File: src/hdl/sdi_pkg.sv
// Summary of operation
// RULE1: three framings: left, I2S, right justified
// RULE2: word widths 16, 18, 20, 24 bits
// RULE3: data and channel clock sampled rising edge
// RULE4: right-justified: high channel clock is left
// RULE5: right-justified MSB delayed 12 or 16 periods; code delays 32 minus word width, 8 to 16
// RULE6: right-justified LSB ends before next transition
// RULE7: I2S default; low channel clock is left
// RULE8: I2S MSB one bit period after transition
// RULE9: left-justified: high is left, no delay
// RULE10: biphase clock divided from oversampling clock
// RULE11: oversampling 256 or 384 times frame rate
// RULE12: MSB first; completed pairs registered before encoder
`default_nettype none
package sdi_pkg;
  typedef enum logic [1:0] {
    SDI_FMT_LJ = 2'h0,
    SDI_FMT_I2S = 2'h1,
    SDI_FMT_RJ = 2'h2
  } sdi_fmt_e;
  typedef enum logic [1:0] {
    SDI_W16 = 2'h0,
    SDI_W18 = 2'h1,
    SDI_W20 = 2'h2,
    SDI_W24 = 2'h3
  } sdi_width_e;
  localparam int SDI_MAXW = 24;
  localparam int SDI_SLOT = 32;
  localparam logic [4:0] SDI_SLOT_LAST = 5'h1f;
  localparam logic [5:0] SDI_W16_BITS = 6'h10;
  localparam logic [5:0] SDI_W18_BITS = 6'h12;
  localparam logic [5:0] SDI_W20_BITS = 6'h14;
  localparam logic [5:0] SDI_W24_BITS = 6'h18;
  // bit clock half period in system clocks; the 80 ns pin minimum alone would push
  // 64 bit clocks per frame above the top frame rate, so the slower of the two wins
  localparam int SDI_CLK_NS = 4;
  localparam int SDI_BCLK_MIN_NS = 80;
  localparam int SDI_FS_MAX_HZ = 192000;
  localparam int SDI_BCLK_PER_FRAME = 64;
  localparam int SDI_FRAME_MIN_NS = (1000000000 + SDI_FS_MAX_HZ - 1) / SDI_FS_MAX_HZ;
  localparam int SDI_BCLK_FS_NS =
    (SDI_FRAME_MIN_NS + SDI_BCLK_PER_FRAME - 1) / SDI_BCLK_PER_FRAME;
  localparam int SDI_BCLK_NS =
    (SDI_BCLK_FS_NS > SDI_BCLK_MIN_NS) ? SDI_BCLK_FS_NS : SDI_BCLK_MIN_NS;
  localparam int SDI_BCLK_HALF = (SDI_BCLK_NS / 2 + SDI_CLK_NS - 1) / SDI_CLK_NS;
  localparam logic [4:0] SDI_BCLK_HALF_LAST = 5'(SDI_BCLK_HALF - 1);
  // dividers for oversampling 256 or 384 per frame; biphase clock is 64 per frame
  localparam logic [8:0] SDI_OSR256_DIV = 9'h002;
  localparam logic [8:0] SDI_OSR384_DIV = 9'h003;
endpackage
`default_nettype wire

File: src/hdl/sdi_link_if.sv
`timescale 1ns/1ns
`default_nettype none
interface sdi_link_if;
  logic bclk;
  logic lrclk;
  logic serial_input_data;
  modport src (output bclk, output lrclk, output serial_input_data);
  modport dev (input bclk, input lrclk, input serial_input_data);
endinterface
`default_nettype wire

File: src/hdl/sdi_rx.sv
`timescale 1ns/1ns
`default_nettype none
module sdi_rx
(
  // clock and reset
  input wire logic mclk_i,
  input wire logic nrst_i,
  // link from the serial source
  sdi_link_if.dev link,
  // configuration
  input wire sdi_pkg::sdi_fmt_e fmt_i,
  input wire sdi_pkg::sdi_width_e width_i,
  input wire logic osr384_i,
  input wire logic oversampling_clock_i,
  // sample pair to the encoder
  output logic pair_valid_o,
  input wire logic pair_ready_i,
  output logic [23:0] left_o,
  output logic [23:0] right_o,
  // biphase clock
  output logic biphase_clk_o
);
  import sdi_pkg::*;

  // pin synchronisers, two stages each
  logic [3:0] sync1;
  logic [3:0] sync2;
  logic [3:0] next_sync1;
  logic [3:0] next_sync2;
  logic bclk_d;
  logic next_bclk_d;
  logic rise;
  logic osc_d;
  logic next_osc_d;
  logic osc_rise;

  always_comb
  begin
    next_sync1 = {oversampling_clock_i, link.serial_input_data, link.lrclk, link.bclk};
    next_sync2 = sync1;
    next_bclk_d = sync2[0];
    next_osc_d = sync2[3];
  end

  always_ff @(posedge mclk_i or negedge nrst_i)
  begin
    if (!nrst_i)
    begin
      sync1 <= 4'h0;
      sync2 <= 4'h0;
      bclk_d <= 1'b0;
      osc_d <= 1'b0;
    end
    else
    begin
      sync1 <= next_sync1;
      sync2 <= next_sync2;
      bclk_d <= next_bclk_d;
      osc_d <= next_osc_d;
    end
  end

  // sampling on the rising bit clock edge only
  assign rise = sync2[0] & ~bclk_d; // RULE3
  assign osc_rise = sync2[3] & ~osc_d;

  // capture state
  logic lr_prev;
  logic [5:0] bitcnt;
  logic [SDI_MAXW-1:0] shreg;
  logic [SDI_MAXW-1:0] lhold;
  logic got_left;
  logic [5:0] wbits;
  logic [5:0] start;
  logic left_now;
  logic next_lr_prev;
  logic [5:0] next_bitcnt;
  logic [SDI_MAXW-1:0] next_shreg;
  logic [SDI_MAXW-1:0] next_lhold;
  logic next_got_left;
  logic push;
  logic [SDI_MAXW-1:0] push_l;
  logic [SDI_MAXW-1:0] push_r;
  logic word_done;
  logic [SDI_MAXW-1:0] word;

  always_comb
  begin
    unique case (width_i) // RULE2
      SDI_W16: wbits = SDI_W16_BITS;
      SDI_W18: wbits = SDI_W18_BITS;
      SDI_W20: wbits = SDI_W20_BITS;
      SDI_W24: wbits = SDI_W24_BITS;
    endcase
    // first sampled bit index within the channel slot
    unique case (fmt_i) // RULE1
      SDI_FMT_LJ: start = 6'h00; // RULE9
      SDI_FMT_I2S: start = 6'h01; // RULE8
      // right-justified: LSB lands in the last slot period
      SDI_FMT_RJ: start = 6'(SDI_SLOT) - wbits; // RULE5 RULE6
      default: start = 6'h01;
    endcase
    // channel polarity; I2S is the only one with low meaning left
    left_now = (fmt_i == SDI_FMT_I2S) ? ~sync2[1] : sync2[1]; // RULE4 RULE7 RULE9
  end

  always_comb
  begin
    next_lr_prev = lr_prev;
    next_bitcnt = bitcnt;
    next_shreg = shreg;
    next_lhold = lhold;
    next_got_left = got_left;
    word_done = 1'b0;
    word = shreg;
    push = 1'b0;
    push_l = lhold;
    push_r = shreg;
    if (rise)
    begin
      next_lr_prev = sync2[1];
      if (sync2[1] != lr_prev)
        next_bitcnt = 6'h00;
      else if (bitcnt != 6'h3f)
        next_bitcnt = bitcnt + 6'h01;
      // the bit at this edge belongs to slot position next_bitcnt
      if (next_bitcnt >= start && next_bitcnt < start + wbits)
      begin
        next_shreg = {shreg[SDI_MAXW-2:0], sync2[2]}; // RULE12
        if (next_bitcnt == start + wbits - 6'h01)
        begin
          word_done = 1'b1;
          // left justify into 24 bits so widths share one layout
          word = next_shreg << (6'(SDI_MAXW) - wbits);
          if (left_now)
          begin
            next_lhold = word;
            next_got_left = 1'b1;
          end
          else if (got_left)
          begin
            push = 1'b1; // RULE12
            push_r = word;
            next_got_left = 1'b0;
          end
        end
      end
    end
  end

  always_ff @(posedge mclk_i or negedge nrst_i)
  begin
    if (!nrst_i)
    begin
      lr_prev <= 1'b0;
      bitcnt <= 6'h3f;
      shreg <= '0;
      lhold <= '0;
      got_left <= 1'b0;
    end
    else
    begin
      lr_prev <= next_lr_prev;
      bitcnt <= next_bitcnt;
      shreg <= next_shreg;
      lhold <= next_lhold;
      got_left <= next_got_left;
    end
  end

  // two-entry pair buffer; a full buffer drops the pair rather than stall the pins
  logic [2*SDI_MAXW-1:0] buf_q [2];
  logic [1:0] buf_v;
  logic wptr;
  logic rptr;
  logic [2*SDI_MAXW-1:0] next_buf0;
  logic [2*SDI_MAXW-1:0] next_buf1;
  logic [1:0] next_buf_v;
  logic next_wptr;
  logic next_rptr;
  logic next_pair_valid;
  logic [23:0] next_left;
  logic [23:0] next_right;
  logic do_push;
  logic do_pop;

  always_comb
  begin
    next_buf0 = buf_q[0];
    next_buf1 = buf_q[1];
    next_buf_v = buf_v;
    next_wptr = wptr;
    next_rptr = rptr;
    next_pair_valid = pair_valid_o;
    next_left = left_o;
    next_right = right_o;
    do_pop = pair_valid_o && pair_ready_i;
    do_push = push && !buf_v[wptr];
    if (do_pop)
      next_pair_valid = 1'b0;
    if (do_push)
    begin
      if (wptr)
        next_buf1 = {push_l, push_r};
      else
        next_buf0 = {push_l, push_r};
      next_buf_v[wptr] = 1'b1;
      next_wptr = ~wptr;
    end
    // output stage reloads from the buffer head when empty or draining
    if ((!pair_valid_o || do_pop) && buf_v[rptr])
    begin
      next_pair_valid = 1'b1;
      {next_left, next_right} = rptr ? buf_q[1] : buf_q[0];
      next_buf_v[rptr] = 1'b0;
      next_rptr = ~rptr;
    end
  end

  always_ff @(posedge mclk_i or negedge nrst_i)
  begin
    if (!nrst_i)
    begin
      buf_q[0] <= '0;
      buf_q[1] <= '0;
      buf_v <= 2'h0;
      wptr <= 1'b0;
      rptr <= 1'b0;
      pair_valid_o <= 1'b0;
      left_o <= 24'h000000;
      right_o <= 24'h000000;
    end
    else
    begin
      buf_q[0] <= next_buf0;
      buf_q[1] <= next_buf1;
      buf_v <= next_buf_v;
      wptr <= next_wptr;
      rptr <= next_rptr;
      pair_valid_o <= next_pair_valid;
      left_o <= next_left;
      right_o <= next_right;
    end
  end

  // biphase clock: 64 per frame, toggled every div rising oversampling edges
  logic [8:0] oscnt;
  logic [8:0] next_oscnt;
  logic next_biphase;
  logic [8:0] div;

  always_comb
  begin
    div = osr384_i ? SDI_OSR384_DIV : SDI_OSR256_DIV; // RULE11
    next_oscnt = oscnt;
    next_biphase = biphase_clk_o;
    if (osc_rise)
    begin
      if (oscnt + 9'h001 >= div)
      begin
        next_oscnt = 9'h000;
        next_biphase = ~biphase_clk_o; // RULE10
      end
      else
        next_oscnt = oscnt + 9'h001;
    end
  end

  always_ff @(posedge mclk_i or negedge nrst_i)
  begin
    if (!nrst_i)
    begin
      oscnt <= 9'h000;
      biphase_clk_o <= 1'b0;
    end
    else
    begin
      oscnt <= next_oscnt;
      biphase_clk_o <= next_biphase;
    end
  end
endmodule // sdi_rx
`default_nettype wire

File: src/flat_wrapper.sv
// flat-port wrapper written by rule: the top's interface ports become plain ports
module sdi_rx_flat import sdi_pkg::*;
  (mclk_i, nrst_i, fmt_i, width_i, osr384_i, oversampling_clock_i, pair_valid_o, pair_ready_i, left_o, right_o, biphase_clk_o, link_bclk, link_lrclk, link_serial_input_data);
  sdi_link_if link_i ();
  input wire logic mclk_i;
  input wire logic nrst_i;
  input wire sdi_pkg::sdi_fmt_e fmt_i;
  input wire sdi_pkg::sdi_width_e width_i;
  input wire logic osr384_i;
  input wire logic oversampling_clock_i;
  output logic pair_valid_o;
  input wire logic pair_ready_i;
  output logic [23:0] left_o;
  output logic [23:0] right_o;
  output logic biphase_clk_o;
  input wire logic [$bits(link_i.bclk)-1:0] link_bclk;
  input wire logic [$bits(link_i.lrclk)-1:0] link_lrclk;
  input wire logic [$bits(link_i.serial_input_data)-1:0] link_serial_input_data;
  assign link_i.bclk = link_bclk;
  assign link_i.lrclk = link_lrclk;
  assign link_i.serial_input_data = link_serial_input_data;
  sdi_rx u_core (.mclk_i(mclk_i), .nrst_i(nrst_i), .link(link_i), .fmt_i(fmt_i), .width_i(width_i), .osr384_i(osr384_i), .oversampling_clock_i(oversampling_clock_i), .pair_valid_o(pair_valid_o), .pair_ready_i(pair_ready_i), .left_o(left_o), .right_o(right_o), .biphase_clk_o(biphase_clk_o));
endmodule
File: config.mk
export PLATFORM = sky130hd
export DESIGN_NAME = sdi_rx_flat
export DESIGN_NICKNAME = d
export VERILOG_FILES = /design/src/hdl/sdi_pkg.sv /design/src/hdl/sdi_link_if.sv /design/src/hdl/sdi_rx.sv /design/src/flat_wrapper.sv
export SDC_FILE = /design/constraint.sdc
export NUM_CORES = 1
export LEC_CHECK = 0
export ABC_CLOCK_PERIOD_IN_PS = 3280
export BUFFER_PORTS_ARGS = -buffer_cell sky130_fd_sc_hd__buf_2
export CORE_ASPECT_RATIO = 2
export CORE_MARGIN = 2
export CORE_UTILIZATION = 55
export CTS_CLUSTER_SIZE = 8
export DETAILED_ROUTE_END_ITERATION = 7
export GPL_TIMING_DRIVEN = 0
export PLACE_DENSITY = 0.76
export SYNTH_ARGS = -nofsm -noshare
export SYNTH_HDL_FRONTEND = slang
export SYNTH_SLANG_ARGS = --single-unit
File: constraint.sdc
create_clock -name mclk_i -period 3.28 [get_ports mclk_i]
set_clock_uncertainty 0.1 [all_clocks]
set_input_delay 0.656 -clock mclk_i [delete_from_list [all_inputs] [get_ports mclk_i]]
set_output_delay 0.656 -clock mclk_i [all_outputs]
set_load 0.02 [all_outputs]
==> qor.yml, run 1 <==
outcome: "finished with violations"
violations: "setup timing"
ys_async_sr_fraction: 1.00
p_seq_frac: 0.439
main_combinational_cell_family_by_area_after_synthesis: "multiplexers"
post_synth_xor_area_fraction: 0.0106
synth-compound-area-share: 0.0694
n_antenna_cell: 0
internal_power_mw: 5.10
grt_antenna_before_repair: 0
routed_via_density: 5.71
final_core_util: 0.685
detail_route.iter0.violations: 369
power.leakage_nw: 6.02
synth-adder-area-share: 0.0247
first_global_vias: 7413
min_path_type: "in2async"
max_clock_freq_ghz: 0.283
worstPathArrival_ns: 3.85
ratio_of_final_minimum_period_to_clock_period: 1.08
maxSlewViolCount: 0
post_synth_inst_count: 838
placedCellCount: 1155
h-tree-depth: 1
grt_util_all_layers: 0.248
port_buffers: 61
drt_pre_antenna_iters: 5
total_power_mw: 6.98
grt_start_max_net_pins: 121
die_h_microns: 201
tightest_slew_ns: 1.10
cap_viol_max_count: 0
timing.critical_path.required_ns: 3.60
finalHoldViolCount: 0
floorplan.rows: 71
critical_path_peak_fanout: 6
final-setup-viol-count: 140
worstSkewPairLatency_ns: 0.54
totalWireLength_microns: 25200
dieWidth_microns: 102
post_route_cells_drive_above_1_share: 0.358
postSynthRegisterBits: 224
initial_core_util: 0.564
synth_cell_types: 57
syn_nets: 871
share_of_synthesized_cell_area_in_and_or_nand_and_nor_gates: 0.0833
place_hpwl_microns: 16700
synth.avg_cell_area_sq_um: 12.7
seq_total_area_yosys: 0.528
slew_headroom: 0.262
setup_repair_after_global_routing_missed_its_margin: "yes"
cts-hold-fix-buffers: 0
route.detailed.wl_per_inst_microns: 20.4
detailed_place.area_sq_um: 11300
clk_transition_reported_paths_ns: 0.05
clockBufferDepth: 3
placement.setup.worst_slack_ns: -0.955
cts_inserted_buffers: 31
globalplace.congestion: 0.889
design_area_sq_um: 12900
p_sw_frac: 0.270
cts.sink_count: 224
boundary_pin_count: 62
critical_path_source_type: "register"
share_comb_of_total_power: 0.162
fin_nets: 1000
dr_total_vias: 7045
core_region_area_sq_um: 18800
flow.area_growth_from_synthesis_pct: 21.4
grt_first_pass_wirelength_microns: 39400
p_clk_frac: 0.399
power.net_switching_mw: 1.88
power_density_nw_per_um2: 541
vdd_ir_drop_max_v: 0.000439
finalNonFillerCells: 1233
worst_path_class_setup: "reg2reg"
route.antenna.remaining_nets: 0
min_period_ns: 3.53
yosys-mux-area-fraction: 0.253
cts_tree: "yes"
end_kind: "register"
grt-ovfl-total: 0
dieArea_sq_um: 20500
top_ff_cell_synth: "sky130_fd_sc_hd__dfrtp_1"
route.detailed.drc: 0
synth_area_sq_um: 10600
synth_edf_count: 0
final.setup.worst_slack_ns: -0.249
yosysWarningCount: 0
clock_tree.root_cell: "sky130_fd_sc_hd__clkbuf_16"
timing.setup.tns_ns: -20.78
fin_hold_ws_ns: 0.0810
## layer usage
layer | up-vias | track usage | wire length, microns
met5 | - | 0 | 0
met4 | 0 | 0.142 | 1580
met3 | 76 | 0.0261 | 777
met2 | 181 | 0.452 | 14000
met1 | 3572 | 0.269 | 8890
li1 | 3216 | - | -
## worst max-delay path: stages (launching register included)
cell and delay, ns:
sky130_fd_sc_hd__dfstp_2 0.57, sky130_fd_sc_hd__ha_4 0.19, sky130_fd_sc_hd__and3_1 0.21, sky130_fd_sc_hd__nand3_2 0.11, sky130_fd_sc_hd__a21oi_4 0.25, sky130_fd_sc_hd__ha_1 0.27, sky130_fd_sc_hd__nand2_1 0.06, sky130_fd_sc_hd__o21ai_1 0.08
sky130_fd_sc_hd__nor2b_4 0.16, sky130_fd_sc_hd__a21o_1 0.20, sky130_fd_sc_hd__a211oi_4 0.22, sky130_fd_sc_hd__buf_6 0.16, sky130_fd_sc_hd__nand4_4 0.09, sky130_fd_sc_hd__buf_12 0.20, sky130_fd_sc_hd__buf_12 0.13, sky130_fd_sc_hd__buf_16 0.13
sky130_fd_sc_hd__mux2_4 0.29
## cells in the mapped netlist, types with 5 or more instances
cell type                  number  share of area
sky130_fd_sc_hd__nand3_1        5         0.0024
sky130_fd_sc_hd__mux2_2        81          0.086
sky130_fd_sc_hd__mux2i_1       66          0.062
sky130_fd_sc_hd__nand2b_1       7         0.0041
sky130_fd_sc_hd__mux2_4        73           0.10
sky130_fd_sc_hd__buf_6         12          0.013
sky130_fd_sc_hd__o211ai_1       6         0.0042
sky130_fd_sc_hd__nand2_1       37          0.013
sky130_fd_sc_hd__xnor2_1        6         0.0049
sky130_fd_sc_hd__ha_1          21          0.025
sky130_fd_sc_hd__a31oi_1        8         0.0047
sky130_fd_sc_hd__a211oi_1       9         0.0064
sky130_fd_sc_hd__nor2b_1        9         0.0053
sky130_fd_sc_hd__xor2_1         5         0.0041
sky130_fd_sc_hd__nor2_1        79          0.028
sky130_fd_sc_hd__nor3_1        15         0.0071
sky130_fd_sc_hd__clkbuf_1      24         0.0085
sky130_fd_sc_hd__dfrtp_1      218           0.51
sky130_fd_sc_hd__inv_1         12         0.0042
sky130_fd_sc_hd__buf_1          7         0.0025
sky130_fd_sc_hd__dfstp_2        6          0.015
sky130_fd_sc_hd__o21ai_0       15         0.0071
sky130_fd_sc_hd__a21oi_1       65          0.031
sky130_fd_sc_hd__and2_1         8         0.0047
## layout by cell type (no fill, tap or decap), drive strengths merged, types with 7 or more instances in the layout
master and count:
dfrtp 218, mux2 154, buf 114, nor2 79, clkbuf 73, mux2i 66
a21oi 65, nand2 37, ha 21, nor3 16, o21ai 15, inv 13
a211oi 10, nor2b 9, and2 8, a31oi 8, nand2b 7
## power groups by stage
| stage | combinational, mW | sequential [mW] | clock, mW |
|---|---|---|---|
| 2_1_floorplan | 0.617 | 3.10 | 0 |
| 3_5_place_dp | 0.953 | 3.10 | 0 |
| 6_report | 1.13 | 3.06 | 2.79 |
| 4_1_cts | 1.09 | 3.06 | 2.82 |
| 5_1_grt | 1.22 | 3.08 | 2.94 |
| 3_3_place_gp | 0.931 | 3.09 | 0 |
## layout make-up
class	instances	area [sq um]
flip-flops and latches	224	5610
well taps	255	319
repair buffers	96	830
clock buffers	44	825
fillers	1366	5930
plain buffers	47	367
multi-input cells	554	4890
inverters	13	51.3
## path summary, 6_finish.rpt
| kind | depth (start not counted) | from | slack [ns] | to |
|---|---|---|---|---|
| worst max-delay path | 16 | u_core.bitcnt[1] | -0.25 | u_core.buf_q[73] |
| worst min-delay path | 1 | nrst_i | 0.08 | u_core.left_o[18] |
| worst max register to register | 16 | u_core.bitcnt[1] | -0.25 | u_core.buf_q[73] |
| worst min register to register | 0 | u_core.next_sync2[0] | 0.24 | u_core.sync2[0] |
| max in group asynchronous | 2 | nrst_i | 1.97 | u_core.right_o[16] |
| min in group mclk_i | 1 | link_serial_input_data | 0.13 | u_core.next_sync2[2] |
## registers in the layout (all words and copies together) (netlist names), 6 cells and up
| name | count |
|---|---|
| u_core.buf_q | 96 |
| u_core.left_o | 24 |
| u_core.lhold | 24 |
| u_core.right_o | 24 |
| u_core.shreg | 23 |
| u_core.oscnt | 9 |
| u_core.bitcnt | 6 |
## logic make-up (layout without fill, tap and decap cells)
logic type,Yosys count,count (layout)
DFF,224,224
buffers and inverters,60,200
and+or+nand+nor,180,180
muxes,221,221
xor gates and xnor gates,12,12
AOI/OAI and AO/OA,120,120
adders and majority gates,21,21
## what timing repair did
| item | in CTS | in global routing |
|---|---|---|
| buffers inserted | 24 | 2 |
| endpoints found under the setup margin | 147 | 144 |
| pin swaps | 13 | 11 |
| resized for setup | 57 | 12 |
| cloned | 5 | 4 |
Note: power is estimated with default switching activity, not from simulation.
==> run 2, diff against run 1 <==
--- a/config.mk
+++ b/config.mk
@@ -17,3 +17,4 @@
 export SYNTH_ARGS = -nofsm -noshare
 export SYNTH_HDL_FRONTEND = slang
 export SYNTH_SLANG_ARGS = --single-unit
+export TNS_END_PERCENT = 10
==> run 2 against run 1 <==
The run still ends with setup timing left. Highest routed layer unchanged. Critical path depth fell by 3. Sequential power is essentially flat. Worst hold slack worse by 0.018 ns. Sequential share of layout area up 0.51 points. Clock-buffer cell count unchanged. Die area did not move. Combinational power rose by 4%. Flip-flop and latch count unchanged. Core utilization shrank 0.80 points. Largest power group unchanged. Clock power about the same.
==> qor.yml, run 2 (synthesis gave the netlist of run 1 again) <==
vdd_ir_drop_max_v: 0.000365  # -17%
max_clock_freq_ghz: 0.284  # about the same
globalplace.congestion: 0.887  # -0.17%
first_global_vias: 7326  # -1.2%
design_area_sq_um: 12700  # -1.2%
dr_total_vias: 6846  # -2.8%
worstSkewPairLatency_ns: 0.54  # about the same
multiInputGateArea_sq_um: 5020  # +2.6%
core_region_area_sq_um: 18800  # unchanged
n_antenna_cell: 0  # unchanged
flow.area_growth_from_synthesis_pct: 20.0
timing.critical_path.required_ns: 3.60  # about the same
detailed_place.area_sq_um: 11300  # unchanged
ratio_of_final_minimum_period_to_clock_period: 1.08  # about the same
port_buffers: 61  # unchanged
grt_util_all_layers: 0.241  # -0.00731
clk_transition_reported_paths_ns: 0.05  # about the same
largest_register: "u_core.buf_q"
layout.cells.most_common: "sky130_fd_sc_hd__dfrtp_1"
final.setup.worst_slack_ns: -0.247  # +0.00217 ns
floorplan.rows: 71  # unchanged
clockBufferDepth: 3  # unchanged
end_kind: "register"
grt-ovfl-total: 0  # unchanged
totalWireLength_microns: 24400  # -3.2%
min_path_type: "in2async"
violations: "setup timing"
h-tree-depth: 1  # unchanged
fin_hold_ws_ns: 0.0625  # -0.0185 ns
route.detailed.wl_per_inst_microns: 20.0  # -1.9%
setup_repair_after_global_routing_missed_its_margin: "yes"
post_route_cells_drive_above_1_share: 0.339  # -0.0190
die_h_microns: 201  # unchanged
grt_antenna_before_repair: 0  # unchanged
fin_nets: 984  # -1.6%
cts_inserted_buffers: 31  # unchanged
power.leakage_nw: 5.98  # -0.71%
grt_first_pass_wirelength_microns: 38100  # -3.2%
largest_register_ff_count: 96  # unchanged
route.detailed.drc: 0  # unchanged
finalNonFillerCells: 1217  # -1.3%
cts.sink_count: 224  # unchanged
detail_route.iter0.violations: 339  # -8.1%
grt_start_max_net_pins: 129  # +6.6%
final-setup-viol-count: 140  # unchanged
finalHoldViolCount: 0  # unchanged
power_density_nw_per_um2: 551  # +1.9%
worst_path_class_setup: "reg2reg"
clock_tree.root_cell: "sky130_fd_sc_hd__clkbuf_16"
slew_headroom: 0.305  # +0.0428
tightest_slew_ns: 1.04  # -0.0581 ns
mostFrequentLayoutCells: "218 x sky130_fd_sc_hd__dfrtp_1, 117 x sky130_fd_sc_hd__mux2_4, 78 x sky130_fd_sc_hd__nor2_1, 66 x sky130_fd_sc_hd__mux2i_1, 63 x sky130_fd_sc_hd__a21oi_1"
cts_tree: "yes"
num-fill-cells: 1358  # -0.59%
final_core_util: 0.677  # -0.00804
placedCellCount: 1155  # unchanged
place_hpwl_microns: 16700  # -0.19%
outcome: "finished with violations"
worstPathArrival_ns: 3.85  # about the same
cap_viol_max_count: 0  # unchanged
drt_pre_antenna_iters: 4  # -1
routed_via_density: 5.63  # -1.5%
placement.setup.worst_slack_ns: -1.02  # -0.0670 ns
cts-hold-fix-buffers: 0  # unchanged
critical_path_peak_fanout: 10  # +4
critical_path_source_type: "register"
dieWidth_microns: 102  # unchanged
ff_latch_area_sq_um: 5610  # about the same
boundary_pin_count: 62  # unchanged
min_period_ns: 3.53  # -0.00217 ns
initial_core_util: 0.564  # unchanged
route.antenna.remaining_nets: 0  # unchanged
dieArea_sq_um: 20500  # unchanged
maxSlewViolCount: 0  # unchanged
-- run 2: cell types whose count changed in the layout (fill, tap and decap cells not counted), sizes merged --
| cell | change |
|---|---|
| buf | -12 |
| clkbuf | -5 |
| bufbuf | +1 |
-- run 2: per-layer routing --
| metal | wire length [microns] | track usage | up-vias | part of all wire |
|---|---|---|---|---|
| met5 | 0 | 0 | - | 0 |
| met4 | 1570 | 0.159 | 0 | 0.064 |
| met3 | 725 | 0.0296 | 72 | 0.030 |
| met2 | 13400 | 0.439 | 165 | 0.55 |
| li1 | - | - | 3184 | - |
| met1 | 8660 | 0.247 | 3425 | 0.35 |
-- run 2: cell type report --
| cell class | count | share of cell area |
|---|---|---|
| Clock buffer | 44 | 0.0647 |
| Tap cell | 255 | 0.0250 |
| Multi-Input combinational cell | 554 | 0.394 |
| Buffer | 47 | 0.0282 |
| Inverter | 13 | 0.00402 |
| Timing Repair Buffer | 80 | 0.0438 |
| Sequential cell | 224 | 0.440 |
-- run 2: worst max-delay path: stages (launching register included) --
cell                       delay [ns]
sky130_fd_sc_hd__dfstp_2         0.56
sky130_fd_sc_hd__buf_6           0.11
sky130_fd_sc_hd__nand4_1         0.20
sky130_fd_sc_hd__o211ai_1        0.31
sky130_fd_sc_hd__o41ai_4         0.16
sky130_fd_sc_hd__ha_1            0.32
sky130_fd_sc_hd__a211o_1         0.26
sky130_fd_sc_hd__a21o_1          0.20
sky130_fd_sc_hd__a211oi_4        0.20
sky130_fd_sc_hd__buf_12          0.16
sky130_fd_sc_hd__nand4_4         0.16
sky130_fd_sc_hd__buf_6           0.21
sky130_fd_sc_hd__buf_12          0.14
sky130_fd_sc_hd__mux2_4          0.30
-- run 2: where the power goes --
group	total [mW]	internal, mW	switching, mW
Sequential	3.06	2.92	0.140
Clock	2.79	1.69	1.09
Combinational	1.18	0.513	0.664
-- run 2: worst paths after layout --
check,from,to,slack (ns),depth (start not counted)
max,u_core.bitcnt[0],u_core.buf_q[36],-0.25,13
min,nrst_i,u_core.next_sync2[3],0.06,1
max reg2reg,u_core.bitcnt[0],u_core.buf_q[36],-0.25,13
min reg2reg,u_core.next_sync2[0],u_core.sync2[0],0.25,0
max in group asynchronous,nrst_i,u_core.right_o[18],1.96,2
min in group mclk_i,link_serial_input_data,u_core.next_sync2[2],0.12,1
-- run 2: repair_timing --
item	CTS	global route
cloned	1	0
pin swaps	16	9
buffers inserted	15	2
gates resized for setup	37	58
endpoints found under the setup margin	147	146
-- run 2: metrics by stage --
step / power [mW] / TNS [ns]
floorplan: 3.72 / -28.07
global placement: 4.03 / -604.44
detailed placement: 4.06 / -127.91
CTS: 6.98 / -21.22
global route: 7.31 / -39.19
finish: 7.03 / -23.86
